### src/design/bopd_pkg.sv
package bopd_pkg;

    // ------------------------------------------------------------------
    // opcode fields, upper six, seven or eight bits of the instruction word, or the whole word
    // ------------------------------------------------------------------
    localparam logic [5:0] OP6_ADD_WITH_CARRY = 6'b0010_00;
    localparam logic [5:0] OP6_DEC_SKIP_ZERO = 6'b0010_11;
    localparam logic [5:0] OP6_DEC_SKIP_NONZERO = 6'b0100_11;
    localparam logic [5:0] OP6_INC_SKIP_ZERO = 6'b0011_11;
    localparam logic [5:0] OP6_INC_SKIP_NONZERO = 6'b0100_10;
    localparam logic [5:0] OP6_ROTATE_LEFT_CARRY = 6'b0011_01;
    localparam logic [5:0] OP6_ROTATE_RIGHT_PLAIN = 6'b0100_00;
    localparam logic [5:0] OP6_SUB_W_FROM_REG = 6'b0101_10;
    localparam logic [5:0] OP6_SUB_REG_FROM_W = 6'b0101_01;
    localparam logic [5:0] OP6_OR_REGISTER = 6'b0001_00;
    localparam logic [6:0] OP7_CMP_EQUAL = 7'b0110_001;
    localparam logic [6:0] OP7_CMP_GREATER = 7'b0110_010;
    localparam logic [6:0] OP7_CMP_LESS = 7'b0110_000;
    localparam logic [6:0] OP7_MULTIPLY = 7'b0000_001;
    localparam logic [7:0] OP8_OR_LITERAL = 8'h09;
    localparam logic [15:0] OPW_POP = 16'h0006;
    localparam logic [15:0] OPW_PUSH = 16'h0005;

    // ------------------------------------------------------------------
    // field positions and reset values
    // ------------------------------------------------------------------
    localparam int DEST_BIT = 9;
    localparam int ACCESS_BIT = 8;
    localparam logic [7:0] WORKING_REGISTER_RESET = 8'h00;
    localparam logic [20:0] PC_RESET = 21'h00_0000;
    localparam logic [20:0] PC_STEP = 21'h00_0002;
    localparam logic [7:0] TIMER_ZERO_ADDR = 8'hD6;
    localparam logic [7:0] PORT_ADDR_LO = 8'h80;
    localparam logic [7:0] PORT_ADDR_HI = 8'h88;
    localparam int STACK_DEPTH = 31;
    localparam int STACK_AW = 5;

    // four quarter-cycles of one instruction cycle
    typedef enum logic [1:0] {
        Q_DECODE,
        Q_READ,
        Q_PROCESS,
        Q_WRITE
    } bopd_quarter_e;

    // arithmetic status flags
    typedef struct packed {
        logic negative;
        logic overflow;
        logic zero;
        logic digit_carry;
        logic carry;
    } bopd_flags_s;

    // file-register access request
    typedef struct packed {
        logic we;
        logic [11:0] addr;
        logic [7:0] wdata;
    } bopd_file_req_s;

endpackage : bopd_pkg

### src/design/bopd_stack.sv
module bopd_stack
    import bopd_pkg::*;
(
    // clock and reset
    input wire logic mclk_i,
    input wire logic rst_i,
    // stack operations
    input wire logic push_i,
    input wire logic pop_i,
    input wire logic [20:0] push_data_i,
    // top entry and pointer
    output logic [20:0] top_o,
    output logic [STACK_AW-1:0] ptr_o
);

    logic [20:0] mem_q [STACK_DEPTH];
    logic [STACK_AW-1:0] ptr_q;
    logic [20:0] top_q;

    // ------------------------------------------------------------------
    // pointer and storage; overflow/underflow saturate, no reset traps here
    // ------------------------------------------------------------------
    always_ff @(posedge mclk_i) begin
        if (rst_i) begin
            ptr_q <= '0;
        end else if (push_i && ptr_q != STACK_AW'(STACK_DEPTH)) begin
            ptr_q <= ptr_q + 1'b1;
        end else if (pop_i && ptr_q != '0) begin
            ptr_q <= ptr_q - 1'b1;
        end
    end

    // entries written on push; old top stays one level down
    always_ff @(posedge mclk_i) begin
        if (push_i && ptr_q != STACK_AW'(STACK_DEPTH)) begin
            mem_q[ptr_q] <= push_data_i;
        end
    end

    // registered read of the new top
    wire [STACK_AW-1:0] next_ptr = push_i && ptr_q != STACK_AW'(STACK_DEPTH) ? ptr_q + 1'b1
        : pop_i && ptr_q != '0 ? ptr_q - 1'b1 : ptr_q;
    // entry just under the new pointer is the one that becomes visible after a pop
    wire [20:0] below_top = next_ptr != '0 ? mem_q[next_ptr - 1'b1] : '0;

    always_ff @(posedge mclk_i) begin
        if (rst_i) begin
            top_q <= '0;
        end else if (push_i && ptr_q != STACK_AW'(STACK_DEPTH)) begin
            top_q <= push_data_i;
        end else if (pop_i) begin
            top_q <= below_top;
        end
    end

    assign top_o = top_q;
    assign ptr_o = ptr_q;

endmodule : bopd_stack

### src/design/bopd_decoder.sv
// Function
// - add-with-carry adds W, carry and f; updates C, DC, Z, OV, N.
// - compares equal/greater/less skip next word on success, flags untouched.
// - decrement-skip-zero writes destination, skips if result zero, no flags.
// - decrement-skip-nonzero writes destination, skips if result nonzero, no flags.
// - increment-skip-zero writes destination, skips if result zero, no flags.
// - increment-skip-nonzero writes destination, skips if result nonzero, no flags.
// - multiply W by f in one cycle, no flags changed.
// - rotate left through carry; updates C, Z, N.
// - rotate right without carry; updates Z and N only.
// - f minus W minus borrow; all five arithmetic flags.
// - W minus f minus borrow; all five arithmetic flags.
// - OR W with f; updates N and Z only.
// - OR literal into W in one cycle; updates N and Z.
// - port read-modify-write uses pin levels, not the output latch; done only for access-bank addresses (access bit 0).
// - write to timer-zero clears its prescaler when assigned.
// - changed PC or true test costs a second cycle run as no-op.
// - second word of a two-word instruction runs as no-op.
// - push is one cycle, no flags, old top moves one level down.
// - push writes PC plus two as the new top in second quarter.
// - a started table write continues until it terminates.
module bopd_decoder
    import bopd_pkg::*;
(
    // clock and reset
    input wire logic mclk_i,
    input wire logic rst_i,
    // program memory
    input wire logic [15:0] instr_i,
    output logic [20:0] pc_o,
    // file register data
    input wire logic [7:0] file_rdata_i,
    input wire logic [7:0] port_pins_i,
    output bopd_file_req_s file_req_o,
    // configuration
    input wire logic [3:0] bank_select_register_i,
    input wire logic prescaler_on_timer_i,
    input wire logic table_write_busy_i,
    // state out
    output logic [7:0] working_register_o,
    output bopd_flags_s flags_o,
    output logic [15:0] product_o,
    output logic prescaler_clear_o,
    output logic [20:0] stack_top_entry_o,
    output bopd_quarter_e quarter_o,
    output logic table_write_hold_o
);

    // ------------------------------------------------------------------
    // state
    // ------------------------------------------------------------------
    bopd_quarter_e q_q;
    logic [15:0] ir_q;
    logic [20:0] pc_q;
    logic [7:0] w_q;
    logic [7:0] opnd_q;
    logic [8:0] res_q;
    bopd_flags_s flags_q;
    logic [15:0] prod_q;
    logic nop_next_q;
    logic nop_cur_q;
    logic presc_q;
    bopd_file_req_s req_q;
    logic [20:0] stack_top;
    logic hold_q;
    logic [7:0] pins_s1_q;
    logic [7:0] pins_s2_q;

    // pins pass two flops before use
    // only the second flop feeds logic; the first may still be settling
    always_ff @(posedge mclk_i) begin
        pins_s1_q <= port_pins_i;
        pins_s2_q <= pins_s1_q;
    end

    // ------------------------------------------------------------------
    // decode
    // ------------------------------------------------------------------
    wire [5:0] op6 = ir_q[15:10];
    wire [6:0] op7 = ir_q[15:9];
    wire is_adc = op6 == OP6_ADD_WITH_CARRY;
    wire is_dsz = op6 == OP6_DEC_SKIP_ZERO;
    wire is_dsnz = op6 == OP6_DEC_SKIP_NONZERO;
    wire is_isz = op6 == OP6_INC_SKIP_ZERO;
    wire is_isnz = op6 == OP6_INC_SKIP_NONZERO;
    wire is_rlc = op6 == OP6_ROTATE_LEFT_CARRY;
    wire is_rrn = op6 == OP6_ROTATE_RIGHT_PLAIN;
    wire is_swb = op6 == OP6_SUB_W_FROM_REG;
    wire is_sfwb = op6 == OP6_SUB_REG_FROM_W;
    wire is_ior = op6 == OP6_OR_REGISTER;
    wire is_ceq = op7 == OP7_CMP_EQUAL;
    wire is_cgt = op7 == OP7_CMP_GREATER;
    wire is_clt = op7 == OP7_CMP_LESS;
    wire is_mul = op7 == OP7_MULTIPLY;
    wire is_iorl = ir_q[15:8] == OP8_OR_LITERAL;
    wire is_pop = ir_q == OPW_POP;
    wire is_push = ir_q == OPW_PUSH;
    wire is_cmp = is_ceq | is_cgt | is_clt;
    wire is_fop = is_adc | is_dsz | is_dsnz | is_isz | is_isnz | is_rlc | is_rrn | is_swb
        | is_sfwb | is_ior;
    // access bit 0 picks the access bank, 1 the bank select register
    wire [11:0] f_addr = ir_q[ACCESS_BIT] ? {bank_select_register_i, ir_q[7:0]}
        : {{4{ir_q[7]}}, ir_q[7:0]};
    wire dest_file = ir_q[DEST_BIT];
    wire is_port = f_addr[7:0] >= PORT_ADDR_LO && f_addr[7:0] < PORT_ADDR_HI
        && !ir_q[ACCESS_BIT];
    // port operand comes from synced pin levels
    wire [7:0] opnd_src = is_port ? pins_s2_q : file_rdata_i;
    // address of the incoming word, so the read address already stands in the read quarter
    wire [11:0] f_addr_in = instr_i[ACCESS_BIT] ? {bank_select_register_i, instr_i[7:0]}
        : {{4{instr_i[7]}}, instr_i[7:0]};

    // ------------------------------------------------------------------
    // data processing
    // ------------------------------------------------------------------
    wire cin = flags_q.carry;
    wire [8:0] sum_adc = {1'b0, w_q} + {1'b0, opnd_q} + {8'h00, cin};
    wire [4:0] dc_adc = {1'b0, w_q[3:0]} + {1'b0, opnd_q[3:0]} + {4'h0, cin};
    // borrow is the inverted carry: carry set means no borrow
    wire [8:0] dif_swb = {1'b0, opnd_q} - {1'b0, w_q} - {8'h00, ~cin};
    wire [4:0] dc_swb = {1'b0, opnd_q[3:0]} - {1'b0, w_q[3:0]} - {4'h0, ~cin};
    wire [8:0] dif_sfwb = {1'b0, w_q} - {1'b0, opnd_q} - {8'h00, ~cin};
    wire [4:0] dc_sfwb = {1'b0, w_q[3:0]} - {1'b0, opnd_q[3:0]} - {4'h0, ~cin};
    // counting ops never touch the flags; they feed the skip decision and the write-back
    wire [7:0] dec_v = opnd_q - 8'h01;
    wire [7:0] inc_v = opnd_q + 8'h01;
    wire [7:0] or_lit = w_q | ir_q[7:0];

    logic [8:0] alu;
    logic [4:0] alu_dc;
    always_comb begin
        alu = {1'b0, opnd_q};
        alu_dc = 5'h00;
        if (is_adc) begin
            alu = sum_adc;
            alu_dc = dc_adc;
        end else if (is_swb) begin
            alu = {~dif_swb[8], dif_swb[7:0]};
            alu_dc = {~dc_swb[4], dc_swb[3:0]};
        end else if (is_sfwb) begin
            alu = {~dif_sfwb[8], dif_sfwb[7:0]};
            alu_dc = {~dc_sfwb[4], dc_sfwb[3:0]};
        end else if (is_dsz || is_dsnz) begin
            alu = {1'b0, dec_v};
        end else if (is_isz || is_isnz) begin
            alu = {1'b0, inc_v};
        end else if (is_rlc) begin
            alu = {opnd_q[7], opnd_q[6:0], cin};
        end else if (is_rrn) begin
            alu = {1'b0, opnd_q[0], opnd_q[7:1]};
        end else if (is_ior) begin
            alu = {1'b0, w_q | opnd_q};
        end else if (is_iorl) begin
            alu = {1'b0, or_lit};
        end
    end

    // overflow for signed add or subtract
    wire ov_add = (w_q[7] == opnd_q[7]) && (sum_adc[7] != w_q[7]);
    wire ov_swb = (opnd_q[7] != w_q[7]) && (dif_swb[7] != opnd_q[7]);
    wire ov_sfwb = (w_q[7] != opnd_q[7]) && (dif_sfwb[7] != w_q[7]);
    // zero and negative look at the registered result, not the live alu
    wire res_zero = res_q[7:0] == 8'h00;

    // skip conditions
    wire skip = (is_ceq && opnd_q == w_q) || (is_cgt && opnd_q > w_q)
        || (is_clt && opnd_q < w_q) || (is_dsz && dec_v == 8'h00)
        || (is_dsnz && dec_v != 8'h00) || (is_isz && inc_v == 8'h00)
        || (is_isnz && inc_v != 8'h00);

    // ------------------------------------------------------------------
    // quarter sequencer: decode, read, process, write back
    // ------------------------------------------------------------------
    always_ff @(posedge mclk_i) begin
        if (rst_i) begin
            q_q <= Q_DECODE;
        end else begin
            case (q_q)
                Q_DECODE: q_q <= Q_READ;
                Q_READ: q_q <= Q_PROCESS;
                Q_PROCESS: q_q <= Q_WRITE;
                default: q_q <= Q_DECODE;
            endcase
        end
    end

    // fetch and program counter; a busy table write stalls the core
    // limitation: a stall refetches the word at the held pc, keep busy off over side effects
    wire adv = q_q == Q_WRITE && !table_write_busy_i;
    always_ff @(posedge mclk_i) begin
        if (rst_i) begin
            ir_q <= 16'h0000;
            pc_q <= PC_RESET;
            nop_cur_q <= 1'b1;
            hold_q <= 1'b0;
        end else begin
            hold_q <= table_write_busy_i;
            if (q_q == Q_DECODE) begin
                ir_q <= instr_i;
                nop_cur_q <= nop_next_q; // skipped word runs as a no-op
            end
            if (adv) begin
                pc_q <= pc_q + PC_STEP;
            end
        end
    end

    // operand latched in read quarter, result in process quarter
    always_ff @(posedge mclk_i) begin
        if (rst_i) begin
            opnd_q <= 8'h00;
            res_q <= 9'h000;
            prod_q <= 16'h0000;
        end else if (q_q == Q_READ) begin
            opnd_q <= opnd_src;
        end else if (q_q == Q_PROCESS) begin
            res_q <= alu;
            if (is_mul && !nop_cur_q) begin
                prod_q <= w_q * opnd_q; // no flags touched
            end
        end
    end

    // write back: working register, flags, file request, skip
    wire exec = q_q == Q_WRITE && !nop_cur_q;
    wire to_w = exec && ((is_fop && !dest_file) || is_iorl);
    wire to_f = exec && is_fop && dest_file;
    // only these three touch carry, digit carry and overflow together
    wire arith = is_adc | is_swb | is_sfwb;
    always_ff @(posedge mclk_i) begin
        if (rst_i) begin
            w_q <= WORKING_REGISTER_RESET;
            flags_q <= '0;
            req_q <= '0;
            nop_next_q <= 1'b0;
            presc_q <= 1'b0;
        end else begin
            req_q.we <= to_f;
            req_q.addr <= q_q == Q_DECODE ? f_addr_in : f_addr;
            req_q.wdata <= res_q[7:0];
            presc_q <= to_f && f_addr[7:0] == TIMER_ZERO_ADDR && prescaler_on_timer_i;
            if (to_w) begin
                w_q <= res_q[7:0];
            end
            if (exec && arith) begin
                flags_q.carry <= res_q[8];
                flags_q.digit_carry <= alu_dc[4];
                flags_q.overflow <= is_adc ? ov_add : is_swb ? ov_swb : ov_sfwb;
                flags_q.zero <= res_zero;
                flags_q.negative <= res_q[7];
            end else if (exec && is_rlc) begin
                flags_q.carry <= res_q[8];
                flags_q.zero <= res_zero;
                flags_q.negative <= res_q[7];
            end else if (exec && (is_rrn || is_ior || is_iorl)) begin
                flags_q.zero <= res_zero;
                flags_q.negative <= res_q[7];
            end
            // a true skip turns the next word into a no-op slot instead of adding a cycle
            if (q_q == Q_WRITE) begin
                nop_next_q <= exec && (skip || is_cmp && skip);
            end
        end
    end

    // return stack: push in read quarter two, pop in process
    // the new top reaches stack_top_entry_o two edges later through top_q
    bopd_stack u_stack (
        .mclk_i(mclk_i),
        .rst_i(rst_i),
        .push_i(q_q == Q_READ && is_push && !nop_cur_q),
        .pop_i(q_q == Q_PROCESS && is_pop && !nop_cur_q),
        .push_data_i(pc_q + PC_STEP),
        .top_o(stack_top),
        .ptr_o()
    );

    // ------------------------------------------------------------------
    // registered outputs
    // ------------------------------------------------------------------
    logic [20:0] top_q;
    always_ff @(posedge mclk_i) begin
        if (rst_i) begin
            top_q <= '0;
        end else begin
            top_q <= stack_top;
        end
    end

    // quarter_o is the live sequencer flop, so memory answers in the quarter the core samples
    assign pc_o = pc_q;
    assign file_req_o = req_q;
    assign working_register_o = w_q;
    assign flags_o = flags_q;
    assign product_o = prod_q;
    assign prescaler_clear_o = presc_q;
    assign stack_top_entry_o = top_q;
    assign quarter_o = q_q;
    assign table_write_hold_o = hold_q;

endmodule : bopd_decoder

### config.mk
export PLATFORM = sky130hd
export DESIGN_NAME = bopd_decoder
export DESIGN_NICKNAME = d
export VERILOG_FILES = /design/src/design/bopd_pkg.sv /design/src/design/bopd_stack.sv /design/src/design/bopd_decoder.sv
export SDC_FILE = /design/constraint.sdc
export NUM_CORES = 1
export LEC_CHECK = 0
export ABC_AREA = 1
export BUFFER_PORTS_ARGS = -buffer_cell sky130_fd_sc_hd__buf_2
export CORE_MARGIN = 3
export CORE_UTILIZATION = 30
export CTS_BUF_LIST = sky130_fd_sc_hd__clkbuf_8
export CTS_CLUSTER_DIAMETER = 40
export DETAILED_ROUTE_END_ITERATION = 7
export PLACE_DENSITY = 0.52
export RECOVER_POWER = 25
export SYNTH_ARGS = -nofsm -noshare
export SYNTH_HDL_FRONTEND = slang
export SYNTH_SLANG_ARGS = --single-unit
### constraint.sdc
create_clock -name mclk_i -period 4.05 [get_ports mclk_i]
set_input_delay 0.2025 -clock mclk_i [delete_from_list [all_inputs] [get_ports mclk_i]]
set_output_delay 0.2025 -clock mclk_i [all_outputs]
set_load 0.05 [all_outputs]
### Word-level counts from Yosys, hierarchy flattened

Memory sizes are Yosys's and may differ from the RTL's.
Index checks and enable logic that the tools add are counted.

| word-level totals | value |
|---|---|
| register bits after elaboration | 173 |
| RAM bits | 651 |
| bits of input ports | 40 |
| output and inout bits | 96 |
| logic and storage cells | 193 |
| memories kept | 1 |

| operators by class | value |
|---|---|
| add/sub/neg operators | 18 |
| multipliers | 1 |
| $lt $le $gt $ge | 4 |
| equal/unequal tests | 29 |
| muxes and demuxes | 34 |
| bitwise logic cells | 21 |
| reductions and logical operators | 61 |

Memories:

| memory | depth | bits a word | read ports | clocked after memory_dff | wr ports | line | RTL |
|---|---|---|---|---|---|---|---|
| u_stack.mem_q | 31 | 21 | 1 | 0 | 1 | bopd_stack.sv:16 | `logic [20:0] mem_q [STACK_DEPTH];` |

Operators by type and width:

| operator | count |
|---|---|
| 21-bit 2-to-1 mux | 3 |
| 9-bit 2-to-1 mux | 6 |
| 12-bit 2-to-1 mux | 3 |
| 16-bit by 3-bit equality test with 1-bit output (second input constant) | 2 |
| 1-bit logical AND | 32 |
| 8-bit 2-to-1 mux | 4 |
| 6-bit by 5-bit equality test with 1-bit output (second input constant) | 5 |
| 5-bit 2-to-1 mux | 5 |
| 6-bit by 4-bit equality test with 1-bit output (second input constant) | 4 |
| 8-bit logical NOT | 3 |
| 21-bit by 2-bit adder with 21-bit output (second input constant) | 1 |
| 7-bit by 6-bit equality test with 1-bit output (second input constant) | 3 |
| 8-bit by 8-bit subtractor with 9-bit output | 2 |
| 9-bit by 1-bit subtractor with 9-bit output | 2 |
| 8-bit by 8-bit multiplier with 16-bit output | 1 |
| 8-bit OR | 2 |
| 8-bit nonzero test | 2 |
| 1-bit OR | 13 |
| 1-bit logical OR | 12 |
| 1-bit 2-to-1 mux | 12 |
| 5-bit nonzero test | 2 |
| 4-bit by 4-bit subtractor with 5-bit output | 2 |
| 5-bit by 1-bit subtractor with 5-bit output | 2 |
| 5-bit by 1-bit subtractor with 5-bit output (second input constant) | 2 |
| 29 further kinds | 43 |

### Logic depth before layout (Yosys ltp)

Gate-level depths: netlist of the first run.

| logic depth | value |
|---|---|
| word-level depth | 14 |
| gate-level depth with buffers | 27 |

### Cells and area by module

Synthesis of the first run repeated with hierarchy kept, for this count alone.

| second synthesis, totals | value |
|---|---|
| cells, all modules | 4048 |
| area total of the unflattened synthesis | 39311.5 um^2 |

By module, submodules not included:

| module | times used | cells each | area each (um^2) | sequential area each (um^2) |
|---|---|---|---|---|
| bopd_stack | 1 | 2572 | 28830.2 | 20069.2 |
| bopd_decoder | 1 | 1476 | 10481.3 | 2922.8 |

### Worst setup path before layout of the first run

No wires, ideal clock.

| path | value |
|---|---|
| kind | reg-to-reg |
| start | register w_q[1], in the netlist working_register_o[1] |
| end | register prod_q[14], in the netlist product_o[14] |
| library setup time | 0.059 ns |
| arrival time | 4.591 ns |
| path slack | -0.600 ns |
| cell stages (with the launch flop) | 21 |
| clock period less this slack | 4.650 ns |
| cell sequence | dfxtp_1 -> clkbuf_1 -> nand2_1 -> fa_1 -> fa_1 -> inv_1 -> fa_1 -> inv_1 -> fa_1 -> inv_1 -> ha_1 -> inv_1 -> nor3_1 -> a21oi_1 -> o21ai_0 -> a21oi_1 -> o21bai_1 -> a21oi_1 -> o21ai_0 -> o211ai_1 -> inv_1 |

| between the ends | value |
|---|---|
| cells in the longest elaborated chain, start to end | 1 |

RTL lines:

| what | line | RTL |
|---|---|---|
| from (decl) | bopd_decoder.sv:55 | `logic [7:0] w_q;` |
| from (signal assigned) | bopd_decoder.sv:243 | `w_q <= res_q[7:0];` |
| 8-bit by 8-bit multiplier with 16-bit output | bopd_decoder.sv:219 | `prod_q <= w_q * opnd_q;` |
| to (signal assigned) | bopd_decoder.sv:219 |  |
| to (decl) | bopd_decoder.sv:59 | `logic [15:0] prod_q;` |

Every way passes these cells.
A chain may end at the register's enable or synchronous reset.

### Worst setup path after layout of the first run

| path | value |
|---|---|
| start | register opnd_q[4] |
| end | register prod_q[15], in the netlist product_o[15] |

| between the ends | value |
|---|---|
| cells in the longest elaborated chain, start to end | 1 |

RTL lines:

| what | line | RTL |
|---|---|---|
| from (decl) | bopd_decoder.sv:56 | `logic [7:0] opnd_q;` |
| from (signal assigned) | bopd_decoder.sv:215 | `opnd_q <= opnd_src;` |
| 8-bit by 8-bit multiplier with 16-bit output | bopd_decoder.sv:219 |  |

Every way passes these cells.

==> metrics.txt, run 1 <==
# TYPE chip_impl_metric gauge
chip_impl_metric{name="top_level_ports",unit=""} 136
chip_impl_metric{name="globalRoute.totalOverflow",unit=""} 0
chip_impl_metric{name="reg2reg_slack",unit="ns"} -0.05
chip_impl_metric{name="design_power_total",unit="mW"} 21.1
chip_impl_metric{name="post-route-worst-setup-slack",unit="ns"} -0.0482
chip_impl_metric{name="grt.total_usage",unit="%"} 18.1
chip_impl_metric{name="start_util",unit="%"} 30.3
chip_impl_metric{name="num-nets-final",unit=""} 4524
chip_impl_metric{name="achievable_clock_frequency",unit="MHz"} 244
chip_impl_info{name="yosys.cell_count.top_type",value="sky130_fd_sc_hd__nand2_1"} 1
chip_impl_info{name="status",value="complete, but fails checks"} 1
chip_impl_metric{name="maxCapViolCount",unit=""} 5
chip_impl_metric{name="synth.cell_area",unit="sq mm"} 0.0383
chip_impl_info{name="min_delay_worst_endpoint",value="ir_q[11]"} 1
chip_impl_metric{name="synth_enable_flop_cells",unit=""} 620
chip_impl_info{name="violations",value="capacitance limit, slew limit, setup timing"} 1
chip_impl_metric{name="dr_total_vias",unit=""} 29500
chip_impl_info{name="timing.critical_path.from_type",value="register"} 1
chip_impl_metric{name="hold_path_depth",unit=""} 4
chip_impl_metric{name="post-place-cells",unit=""} 5774
chip_impl_metric{name="p_leak",unit="nW"} 19.2
chip_impl_metric{name="number_of_global_route_vias_before_repair",unit=""} 29000
chip_impl_metric{name="yosys_warnings",unit=""} 0
chip_impl_metric{name="drt-total-wl",unit="mm"} 121
chip_impl_metric{name="final-max-slew-violation-count",unit=""} 136
chip_impl_metric{name="fp.dieW",unit="microns"} 363
chip_impl_metric{name="powerDensity",unit="mW/mm^2"} 465
chip_impl_metric{name="final_estimated_routing_congestion_in_global_placement",unit=""} 0.908
chip_impl_info{name="worst-setup-path-type",value="register to register"} 1
chip_impl_metric{name="critPathArrivalTime",unit="ns"} 4.80
chip_impl_metric{name="post_dp_cell_area",unit="sq mm"} 0.0419
chip_impl_metric{name="max_slew.worst_pin.slew",unit="ns"} 1.90
chip_impl_metric{name="grt_antenna_before_repair",unit=""} 3
chip_impl_metric{name="final-setup-viol-count",unit=""} 2
chip_impl_metric{name="skew",unit="ns"} 0.0375
chip_impl_metric{name="num_rows",unit=""} 130
chip_impl_info{name="cts_tree",value="yes"} 1
chip_impl_metric{name="detail_route.iter0.violations",unit=""} 2085
chip_impl_metric{name="postSynthRegisterBits",unit=""} 790
chip_impl_metric{name="port-buffer-count",unit=""} 133
chip_impl_metric{name="critical_path_required",unit="ns"} 4.75
chip_impl_metric{name="number_of_cts_inserted_buffers",unit=""} 151
chip_impl_info{name="synth_largest_area_cell",value="sky130_fd_sc_hd__edfxtp_1"} 1
chip_impl_info{name="cts-root-buf",value="sky130_fd_sc_hd__clkbuf_8"} 1
chip_impl_info{name="critPathCaptureType",value="register"} 1
chip_impl_metric{name="drc_errors",unit=""} 0
chip_impl_metric{name="ys_seq_area_share",unit="%"} 57.5
chip_impl_info{name="ys_dominant_reg_cell",value="sky130_fd_sc_hd__edfxtp_1"} 1
chip_impl_metric{name="layout_cells_sized_above_1",unit="%"} 13.0
chip_impl_metric{name="core_region",unit="sq mm"} 0.126
chip_impl_metric{name="final_hold_viol_count",unit=""} 0
chip_impl_metric{name="global_route_wire_length_before_repair",unit="mm"} 181
chip_impl_metric{name="finalWorstPathRequiredPeriod",unit="ns"} 4.10
chip_impl_metric{name="final_area",unit="sq mm"} 0.0455
chip_impl_metric{name="area_delta_synth_final",unit="%"} 18.8
chip_impl_metric{name="avgSynthCellArea",unit="sq um"} 9.47
chip_impl_metric{name="design.die.area",unit="sq mm"} 0.132
chip_impl_metric{name="ir_drop",unit="uV"} 429
chip_impl_metric{name="period_share",unit="%"} 101
chip_impl_metric{name="slew_headroom",unit="%"} -26.7
chip_impl_info{name="min-delay-path-class",value="input port to register"} 1
chip_impl_info{name="hold_path_startpoint",value="instr_i[11]"} 1
chip_impl_metric{name="routed_wl_per_cell",unit="microns"} 19.7
chip_impl_info{name="regToRegStartpoint",value="opnd_q[4]"} 1
chip_impl_metric{name="drt_first_pass_iters",unit=""} 6
chip_impl_metric{name="crit_path_max_fanout",unit=""} 5
chip_impl_metric{name="fin_hold_ws",unit="ns"} 0.146
chip_impl_metric{name="syn_inst_count",unit=""} 4043
chip_impl_info{name="yosys-top-cells-area",value="sky130_fd_sc_hd__edfxtp_1, sky130_fd_sc_hd__nand2_1, sky130_fd_sc_hd__dfxtp_1"} 1
chip_impl_info{name="worstReg2RegEnd",value="product_o[15]"} 1
chip_impl_metric{name="ant_nets",unit=""} 0
chip_impl_metric{name="reg2regPathDepth",unit=""} 21
chip_impl_metric{name="detail_route.vias_per_cell",unit=""} 4.82
chip_impl_metric{name="finish.cell_count_without_fillers",unit=""} 6113
chip_impl_info{name="grt_setup_unrepaired",value="yes"} 1
chip_impl_metric{name="post-dp-hpwl",unit="mm"} 75.9
chip_impl_metric{name="die_h",unit="microns"} 363
chip_impl_metric{name="grt_max_degree",unit=""} 148
chip_impl_metric{name="clk-insertion-delay-late",unit="ns"} 0.82
chip_impl_info{name="yosys-top-cells-count",value="sky130_fd_sc_hd__nand2_1, sky130_fd_sc_hd__edfxtp_1, sky130_fd_sc_hd__nand3_1"} 1
chip_impl_metric{name="post-place-ws",unit="ns"} -0.185
chip_impl_metric{name="h-tree-depth",unit=""} 4
chip_impl_metric{name="ctsLongestPathBuffers",unit=""} 3
chip_impl_metric{name="clk_pin_slew_worst_paths",unit="ns"} 0.06
chip_impl_metric{name="synthDominantCellAreaShare",unit="%"} 48.6
chip_impl_metric{name="asyncSetResetFlopFracSynth",unit="%"} 0
chip_impl_metric{name="tritoncts_num_sinks",unit=""} 790
chip_impl_metric{name="synthDistinctLibCells",unit=""} 51
## through the flow
step,utilization (%),setup TNS [ns]
after global placement,33.2,-0.434
after global routing,36.0,-0.763
final,36.0,-0.0932
after CTS,35.9,-0.0607
after detailed placement,33.2,-0.381
after floorplan,-,-0.166
## cell type report
class | instances | area, sq um
Timing Repair Buffer | 367 | 2750
Clock inverter | 111 | 694
Antenna cell | 1 | 2.50
Inverter | 522 | 1970
Sequential cell | 790 | 22100
Fill cell | 12900 | 80700
Tap cell | 1650 | 2060
Multi-Input combinational cell | 2509 | 13700
Clock buffer | 163 | 2240
## placed cells by master (no fill, tap or decap), types with 121 or more instances in the layout
cell,Yosys,routed
sky130_fd_sc_hd__buf_4,13,138
sky130_fd_sc_hd__inv_1,513,551
sky130_fd_sc_hd__dfxtp_1,170,156
sky130_fd_sc_hd__nand3_1,614,613
sky130_fd_sc_hd__o21ai_0,134,121
sky130_fd_sc_hd__a21oi_1,143,134
sky130_fd_sc_hd__edfxtp_1,620,620
sky130_fd_sc_hd__nand2_1,967,960
sky130_fd_sc_hd__clkbuf_8,0,163
sky130_fd_sc_hd__nor2_1,209,177
## power by group
group / switching [mW] / internal [mW] / leakage [nW]
clock: 3.52 / 4.12 / 1.68
sequential: 0.275 / 9.14 / 7.11
combinational: 2.88 / 1.20 / 10.4
## critical path: stages, from the launching register on
cell	delay [ns]
sky130_fd_sc_hd__dfxtp_4	0.37
sky130_fd_sc_hd__buf_6	0.12
sky130_fd_sc_hd__nand2_2	0.06
sky130_fd_sc_hd__inv_2	0.03
sky130_fd_sc_hd__fa_1	0.49
sky130_fd_sc_hd__fa_1	0.51
sky130_fd_sc_hd__fa_1	0.49
sky130_fd_sc_hd__inv_1	0.05
sky130_fd_sc_hd__fa_1	0.48
sky130_fd_sc_hd__inv_2	0.05
sky130_fd_sc_hd__ha_4	0.29
sky130_fd_sc_hd__buf_6	0.10
sky130_fd_sc_hd__nand2_4	0.06
sky130_fd_sc_hd__o21ai_4	0.17
sky130_fd_sc_hd__a21oi_4	0.05
sky130_fd_sc_hd__o21ai_2	0.15
sky130_fd_sc_hd__a21oi_1	0.08
sky130_fd_sc_hd__nor2_1	0.10
sky130_fd_sc_hd__nor2_1	0.05
sky130_fd_sc_hd__xor2_1	0.13
sky130_fd_sc_hd__o21ai_1	0.12
sky130_fd_sc_hd__inv_1	0.04
## worst max-delay path by stage
stage	start	end	slack [ns]	depth (start not counted)
2_1_floorplan	working_register_o[3]	product_o[14]	-0.13	22
3_3_place_gp	opnd_q[3]	product_o[14]	-0.22	20
3_5_place_dp	opnd_q[3]	product_o[14]	-0.18	20
4_1_cts	working_register_o[4]	product_o[15]	-0.03	19
5_1_grt	opnd_q[2]	product_o[14]	-0.27	21
6_report	opnd_q[4]	product_o[15]	-0.05	21
## sequential cells by signal, indices dropped and copies added (netlist names), 4 cells and up
name / count
u_stack.ptr_o: 5
pins_s1_q: 8
u_stack.top_o: 20
ir_q: 16
file_req_o: 21
product_o: 16
res_q: 9
working_register_o: 8
opnd_q: 8
pc_o: 20
u_stack.mem_q: 620
pins_s2_q: 8
flags_o: 4
stack_top_entry_o: 20
## kinds of logic (layout without fill, tap and decap cells)
logic type	count (synthesis)	count (layout)	synth area share (%)
adders and majority gates	143	143	5.56
and+or+nand+nor	1975	1975	23.0
DFF	790	790	57.5
AOI/OAI and AO/OA	335	335	4.69
other	1	3	0.00980
buffers and inverters	745	1163	7.95
xor gates and xnor gates	54	54	1.24
## per-layer routing
layer / share of wire, % / routed length [microns] / up-vias / global-route usage [%]
met1: 42 / 51100 / 14400 / 22.9
met4: 3.2 / 3900 / 0 / 6.93
met3: 5.6 / 6810 / 215 / 3.24
met2: 49 / 58900 / 869 / 30.7
met5: 0 / 0 / - / 0
li1: - / - / 14000 / -
## what timing repair did
action,CTS,global route
hold endpoints to repair,65,0
hold buffers,51,0
gates cloned,0,1
pin swaps,15,20
resized for setup,10,62
setup buffers,5,11
setup endpoints to repair,3,43
No activity file was read; power rests on OpenSTA's default activity.
==> inputs of run 2 (changes only) <==
- ABC_AREA: 1 -> unset
==> run 2 against run 1 <==
Against the previous run: the flow finishes with violations (DRC, capacitance limit, slew limit, setup timing); largest power group unchanged; global-route usage decreased by 0.77 points; maximum frequency decreased by 1.6%; clock power increased by 2%; sequential cell count unchanged; design area decreased by 6.0%; die area decreased by 8.2%.
==> metrics.txt, run 2 <==
# TYPE chip_impl_metric gauge
chip_impl_metric{name="ctsLongestPathBuffers",unit=""} 3
chip_impl_metric{name="drc_errors",unit=""} 1
chip_impl_metric{name="synthDistinctLibCells",unit=""} 86
chip_impl_metric{name="top_level_ports",unit=""} 136
chip_impl_info{name="critPathCaptureType",value="register"} 1
chip_impl_metric{name="largest_register_ff_count",unit=""} 620
chip_impl_metric{name="clockPowerShare",unit="%"} 34.4
chip_impl_info{name="final_cell_mix",value="sky130_fd_sc_hd__edfxtp_1, sky130_fd_sc_hd__nor2_1, sky130_fd_sc_hd__buf_4"} 1
chip_impl_metric{name="grt_max_degree",unit=""} 61
chip_impl_metric{name="skew",unit="ns"} 0.0487
chip_impl_metric{name="setup_tns",unit="ns"} -0.430
chip_impl_metric{name="globalRoute.totalOverflow",unit=""} 0
chip_impl_metric{name="clk-insertion-delay-late",unit="ns"} 0.81
chip_impl_info{name="grt_setup_unrepaired",value="yes"} 1
chip_impl_metric{name="postLayoutCoreUtil",unit="%"} 37.1
chip_impl_metric{name="reg2regPathDepth",unit=""} 18
chip_impl_info{name="yosys.cell_count.top_type",value="sky130_fd_sc_hd__edfxtp_1"} 1
chip_impl_metric{name="syn_inst_count",unit=""} 2441
chip_impl_metric{name="h-tree-depth",unit=""} 4
chip_impl_info{name="cts_tree",value="yes"} 1
chip_impl_metric{name="postSynthRegisterBits",unit=""} 790
chip_impl_metric{name="layout_cells_sized_above_1",unit="%"} 25.1
chip_impl_metric{name="ys_seq_area_share",unit="%"} 62.8
chip_impl_metric{name="powerDensity",unit="mW/mm^2"} 528
chip_impl_metric{name="slew_headroom",unit="%"} -33.0
chip_impl_metric{name="final-max-slew-violation-count",unit=""} 190
chip_impl_metric{name="die_h",unit="microns"} 348
chip_impl_metric{name="final_estimated_routing_congestion_in_global_placement",unit=""} 0.912
chip_impl_metric{name="power.switching",unit="mW"} 7.11
chip_impl_metric{name="area_delta_synth_final",unit="%"} 21.9
chip_impl_info{name="worstReg2RegEnd",value="product_o[13]"} 1
chip_impl_metric{name="power_switching_share",unit="%"} 31.5
chip_impl_metric{name="period_share",unit="%"} 103
chip_impl_metric{name="dr_total_vias",unit=""} 22600
chip_impl_info{name="yosys-top-cells-count",value="sky130_fd_sc_hd__edfxtp_1, sky130_fd_sc_hd__nor2_1, sky130_fd_sc_hd__dfxtp_1"} 1
chip_impl_metric{name="seqPwrFrac",unit="%"} 40.1
chip_impl_info{name="synth_largest_area_cell",value="sky130_fd_sc_hd__edfxtp_1"} 1
chip_impl_info{name="cts-root-buf",value="sky130_fd_sc_hd__clkbuf_8"} 1
chip_impl_metric{name="reg2reg_slack",unit="ns"} -0.12
chip_impl_metric{name="ir_drop",unit="uV"} 298
chip_impl_metric{name="p_leak",unit="nW"} 15.3
chip_impl_metric{name="clk_pin_slew_worst_paths",unit="ns"} 0.05
chip_impl_metric{name="final_area",unit="sq mm"} 0.0428
chip_impl_metric{name="yosys_warnings",unit=""} 0
chip_impl_info{name="ys_dominant_reg_cell",value="sky130_fd_sc_hd__edfxtp_1"} 1
chip_impl_metric{name="port-buffer-count",unit=""} 133
chip_impl_metric{name="critical_path_required",unit="ns"} 4.77
chip_impl_info{name="min-delay-path-class",value="input port to register"} 1
chip_impl_metric{name="fp.dieW",unit="microns"} 348
chip_impl_metric{name="ant_nets",unit=""} 0
chip_impl_metric{name="achievable_clock_frequency",unit="MHz"} 240
chip_impl_info{name="leading_cell_type_in_the_layout_fill_and_taps_excluded",value="sky130_fd_sc_hd__edfxtp_1"} 1
chip_impl_metric{name="tritoncts_num_sinks",unit=""} 790
chip_impl_metric{name="hold_path_depth",unit=""} 3
chip_impl_metric{name="start_util",unit="%"} 30.4
chip_impl_metric{name="number_of_cts_inserted_buffers",unit=""} 147
chip_impl_metric{name="combPwrFrac",unit="%"} 25.6
chip_impl_info{name="min_delay_worst_endpoint",value="opnd_q[2]"} 1
chip_impl_metric{name="synth.cell_area",unit="sq mm"} 0.0351
chip_impl_info{name="regMostFlops",value="u_stack.mem_q"} 1
chip_impl_metric{name="drt-total-wl",unit="mm"} 105
chip_impl_metric{name="num_rows",unit=""} 124
chip_impl_metric{name="post-route-worst-setup-slack",unit="ns"} -0.117
chip_impl_metric{name="core_region",unit="sq mm"} 0.115
chip_impl_metric{name="post-dp-hpwl",unit="mm"} 70.7
chip_impl_info{name="timing.critical_path.from_type",value="register"} 1
chip_impl_metric{name="global_route_wire_length_before_repair",unit="mm"} 156
chip_impl_info{name="regToRegStartpoint",value="opnd_q[4]"} 1
chip_impl_metric{name="max_slew.worst_pin.slew",unit="ns"} 2.00
chip_impl_metric{name="design.die.area",unit="sq mm"} 0.121
chip_impl_metric{name="final_hold_viol_count",unit=""} 0
chip_impl_metric{name="grt.total_usage",unit="%"} 17.3
chip_impl_metric{name="asyncSetResetFlopFracSynth",unit="%"} 0
chip_impl_metric{name="final-setup-viol-count",unit=""} 9
chip_impl_metric{name="synth_enable_flop_cells",unit=""} 620
chip_impl_info{name="hold_path_startpoint",value="file_rdata_i[2]"} 1
chip_impl_metric{name="critPathArrivalTime",unit="ns"} 4.88
chip_impl_metric{name="crit_path_max_fanout",unit=""} 3
chip_impl_info{name="yosys-top-cells-area",value="sky130_fd_sc_hd__edfxtp_1, sky130_fd_sc_hd__dfxtp_1, sky130_fd_sc_hd__mux4_2"} 1
chip_impl_metric{name="synthDominantCellAreaShare",unit="%"} 53.1
chip_impl_metric{name="post_dp_cell_area",unit="sq mm"} 0.0391
chip_impl_metric{name="internal_portion_of_total_power",unit="mW"} 15.5
chip_impl_metric{name="routed_wl_per_cell",unit="microns"} 23.5
chip_impl_metric{name="detail_route.vias_per_cell",unit=""} 5.03
chip_impl_info{name="worst-setup-path-type",value="register to register"} 1
chip_impl_metric{name="maxCapViolCount",unit=""} 6
chip_impl_metric{name="avgSynthCellArea",unit="sq um"} 14.4
chip_impl_metric{name="grt_antenna_before_repair",unit=""} 3
chip_impl_metric{name="number_of_global_route_vias_before_repair",unit=""} 23600
chip_impl_metric{name="drt_first_pass_iters",unit=""} 8
chip_impl_info{name="violations",value="DRC, capacitance limit, slew limit, setup timing"} 1
chip_impl_metric{name="finalWorstPathRequiredPeriod",unit="ns"} 4.17
chip_impl_metric{name="num-nets-final",unit=""} 3039
chip_impl_metric{name="detail_route.iter0.violations",unit=""} 1912
chip_impl_info{name="status",value="complete, but fails checks"} 1
chip_impl_metric{name="fin_hold_ws",unit="ns"} 0.0517
-- run 2: changes by cell type after synthesis, moves of 35 or more --
| cell | previous run | this run |
|---|---|---|
| sky130_fd_sc_hd__nand3_1 | 614 | 47 |
| sky130_fd_sc_hd__nor2b_1 | 0 | 39 |
| sky130_fd_sc_hd__nand2_1 | 967 | 137 |
| sky130_fd_sc_hd__a211oi_1 | 1 | 36 |
| sky130_fd_sc_hd__o21ai_0 | 134 | 59 |
| sky130_fd_sc_hd__mux2i_1 | 0 | 54 |
| sky130_fd_sc_hd__buf_2 | 98 | 17 |
| sky130_fd_sc_hd__nand3b_1 | 88 | 5 |
| sky130_fd_sc_hd__mux4_2 | 0 | 139 |
| sky130_fd_sc_hd__and3_1 | 0 | 37 |
| sky130_fd_sc_hd__a21oi_1 | 143 | 66 |
| sky130_fd_sc_hd__inv_1 | 513 | 97 |
-- run 2: how the worst max path moves through the flow --
stage                                startpoint       endpoint  slack [ns]  cells past startpoint
after floorplan                       opnd_q[2]  product_o[15]       -0.35                     20
after global placement    working_register_o[3]  product_o[15]       -0.35                     18
after detailed placement  working_register_o[3]  product_o[15]       -0.43                     18
after CTS                 working_register_o[3]  product_o[15]       -0.10                     17
after global routing                  opnd_q[6]  product_o[13]       -0.27                     16
final                                 opnd_q[4]  product_o[13]       -0.12                     18
-- run 2: repair_timing --
action / 4_1_cts / 5_1_grt
endpoints found under the setup margin: 5 / 17
buffers inserted: 5 / 4
gates resized for setup: 47 / 20
pin swaps: 29 / 10
hold endpoints to repair: 68 / 0
hold buffers: 53 / 0
-- run 2: worst max-delay path: stages (launching register included) --
cell,delay (ns)
sky130_fd_sc_hd__dfxtp_2,0.35
sky130_fd_sc_hd__inv_4,0.08
sky130_fd_sc_hd__nor2_4,0.04
sky130_fd_sc_hd__fa_1,0.52
sky130_fd_sc_hd__inv_1,0.05
sky130_fd_sc_hd__fa_1,0.49
sky130_fd_sc_hd__inv_1,0.05
sky130_fd_sc_hd__fa_1,0.47
sky130_fd_sc_hd__inv_1,0.05
sky130_fd_sc_hd__fa_1,0.50
sky130_fd_sc_hd__inv_2,0.05
sky130_fd_sc_hd__ha_4,0.21
sky130_fd_sc_hd__a21boi_4,0.14
sky130_fd_sc_hd__o21ai_2,0.17
sky130_fd_sc_hd__a21boi_2,0.09
sky130_fd_sc_hd__o21a_1,0.18
sky130_fd_sc_hd__o31a_1,0.27
sky130_fd_sc_hd__o21a_1,0.18
sky130_fd_sc_hd__o31ai_1,0.23
-- run 2: per-stage QoR --
stage	total power [mW]	worst slack [ns]	instances
3_5_place_dp	14.9	-0.433	4157
6_report	22.6	-0.117	4491
2_1_floorplan	12.9	-0.348	2442
5_1_grt	23.7	-0.266	4491
4_1_cts	22.9	-0.102	4485
3_3_place_gp	14.9	-0.348	4157
-- run 2: layout make-up --
cell class	count	area [sq um]
inverter	103	409
sequential	790	22100
antenna	2	5.00
clock buffer	154	2120
clock inverter	116	882
tap	1512	1890
multi-input combinational	1413	12500
timing repair buffer	401	2870
fill	11000	72500
-- run 2: power by group through the flow --
stage | logic [mW] | registers [mW] | clock network [mW]
after CTS | 5.80 | 9.05 | 8.00
after global routing | 6.22 | 9.06 | 8.41
after floorplan | 3.58 | 9.35 | 0
after global placement | 5.65 | 9.20 | 0
after detailed placement | 5.65 | 9.21 | 0
final | 5.78 | 9.05 | 7.76
-- run 2: per-layer routing --
layer,track usage (%),vias to the layer above,part of all wire (%)
met4,5.73,0,2.9
met5,0,-,0
met3,3.34,191,5.8
li1,-,10100,-
met2,29.4,786,49
met1,22.3,11500,42
-- run 2: kinds of logic after synthesis --
logic type,Yosys count,synth area share [%]
AO/OA/AOI/OAI,382,7.58
XOR/XNOR,63,1.57
adder cells (fa/ha/maj),143,6.06
buffers and inverters,239,2.81
flip-flops,790,62.8
multiplexers,209,11.0
other,1,0.0107
AND/OR/NAND/NOR,614,8.24
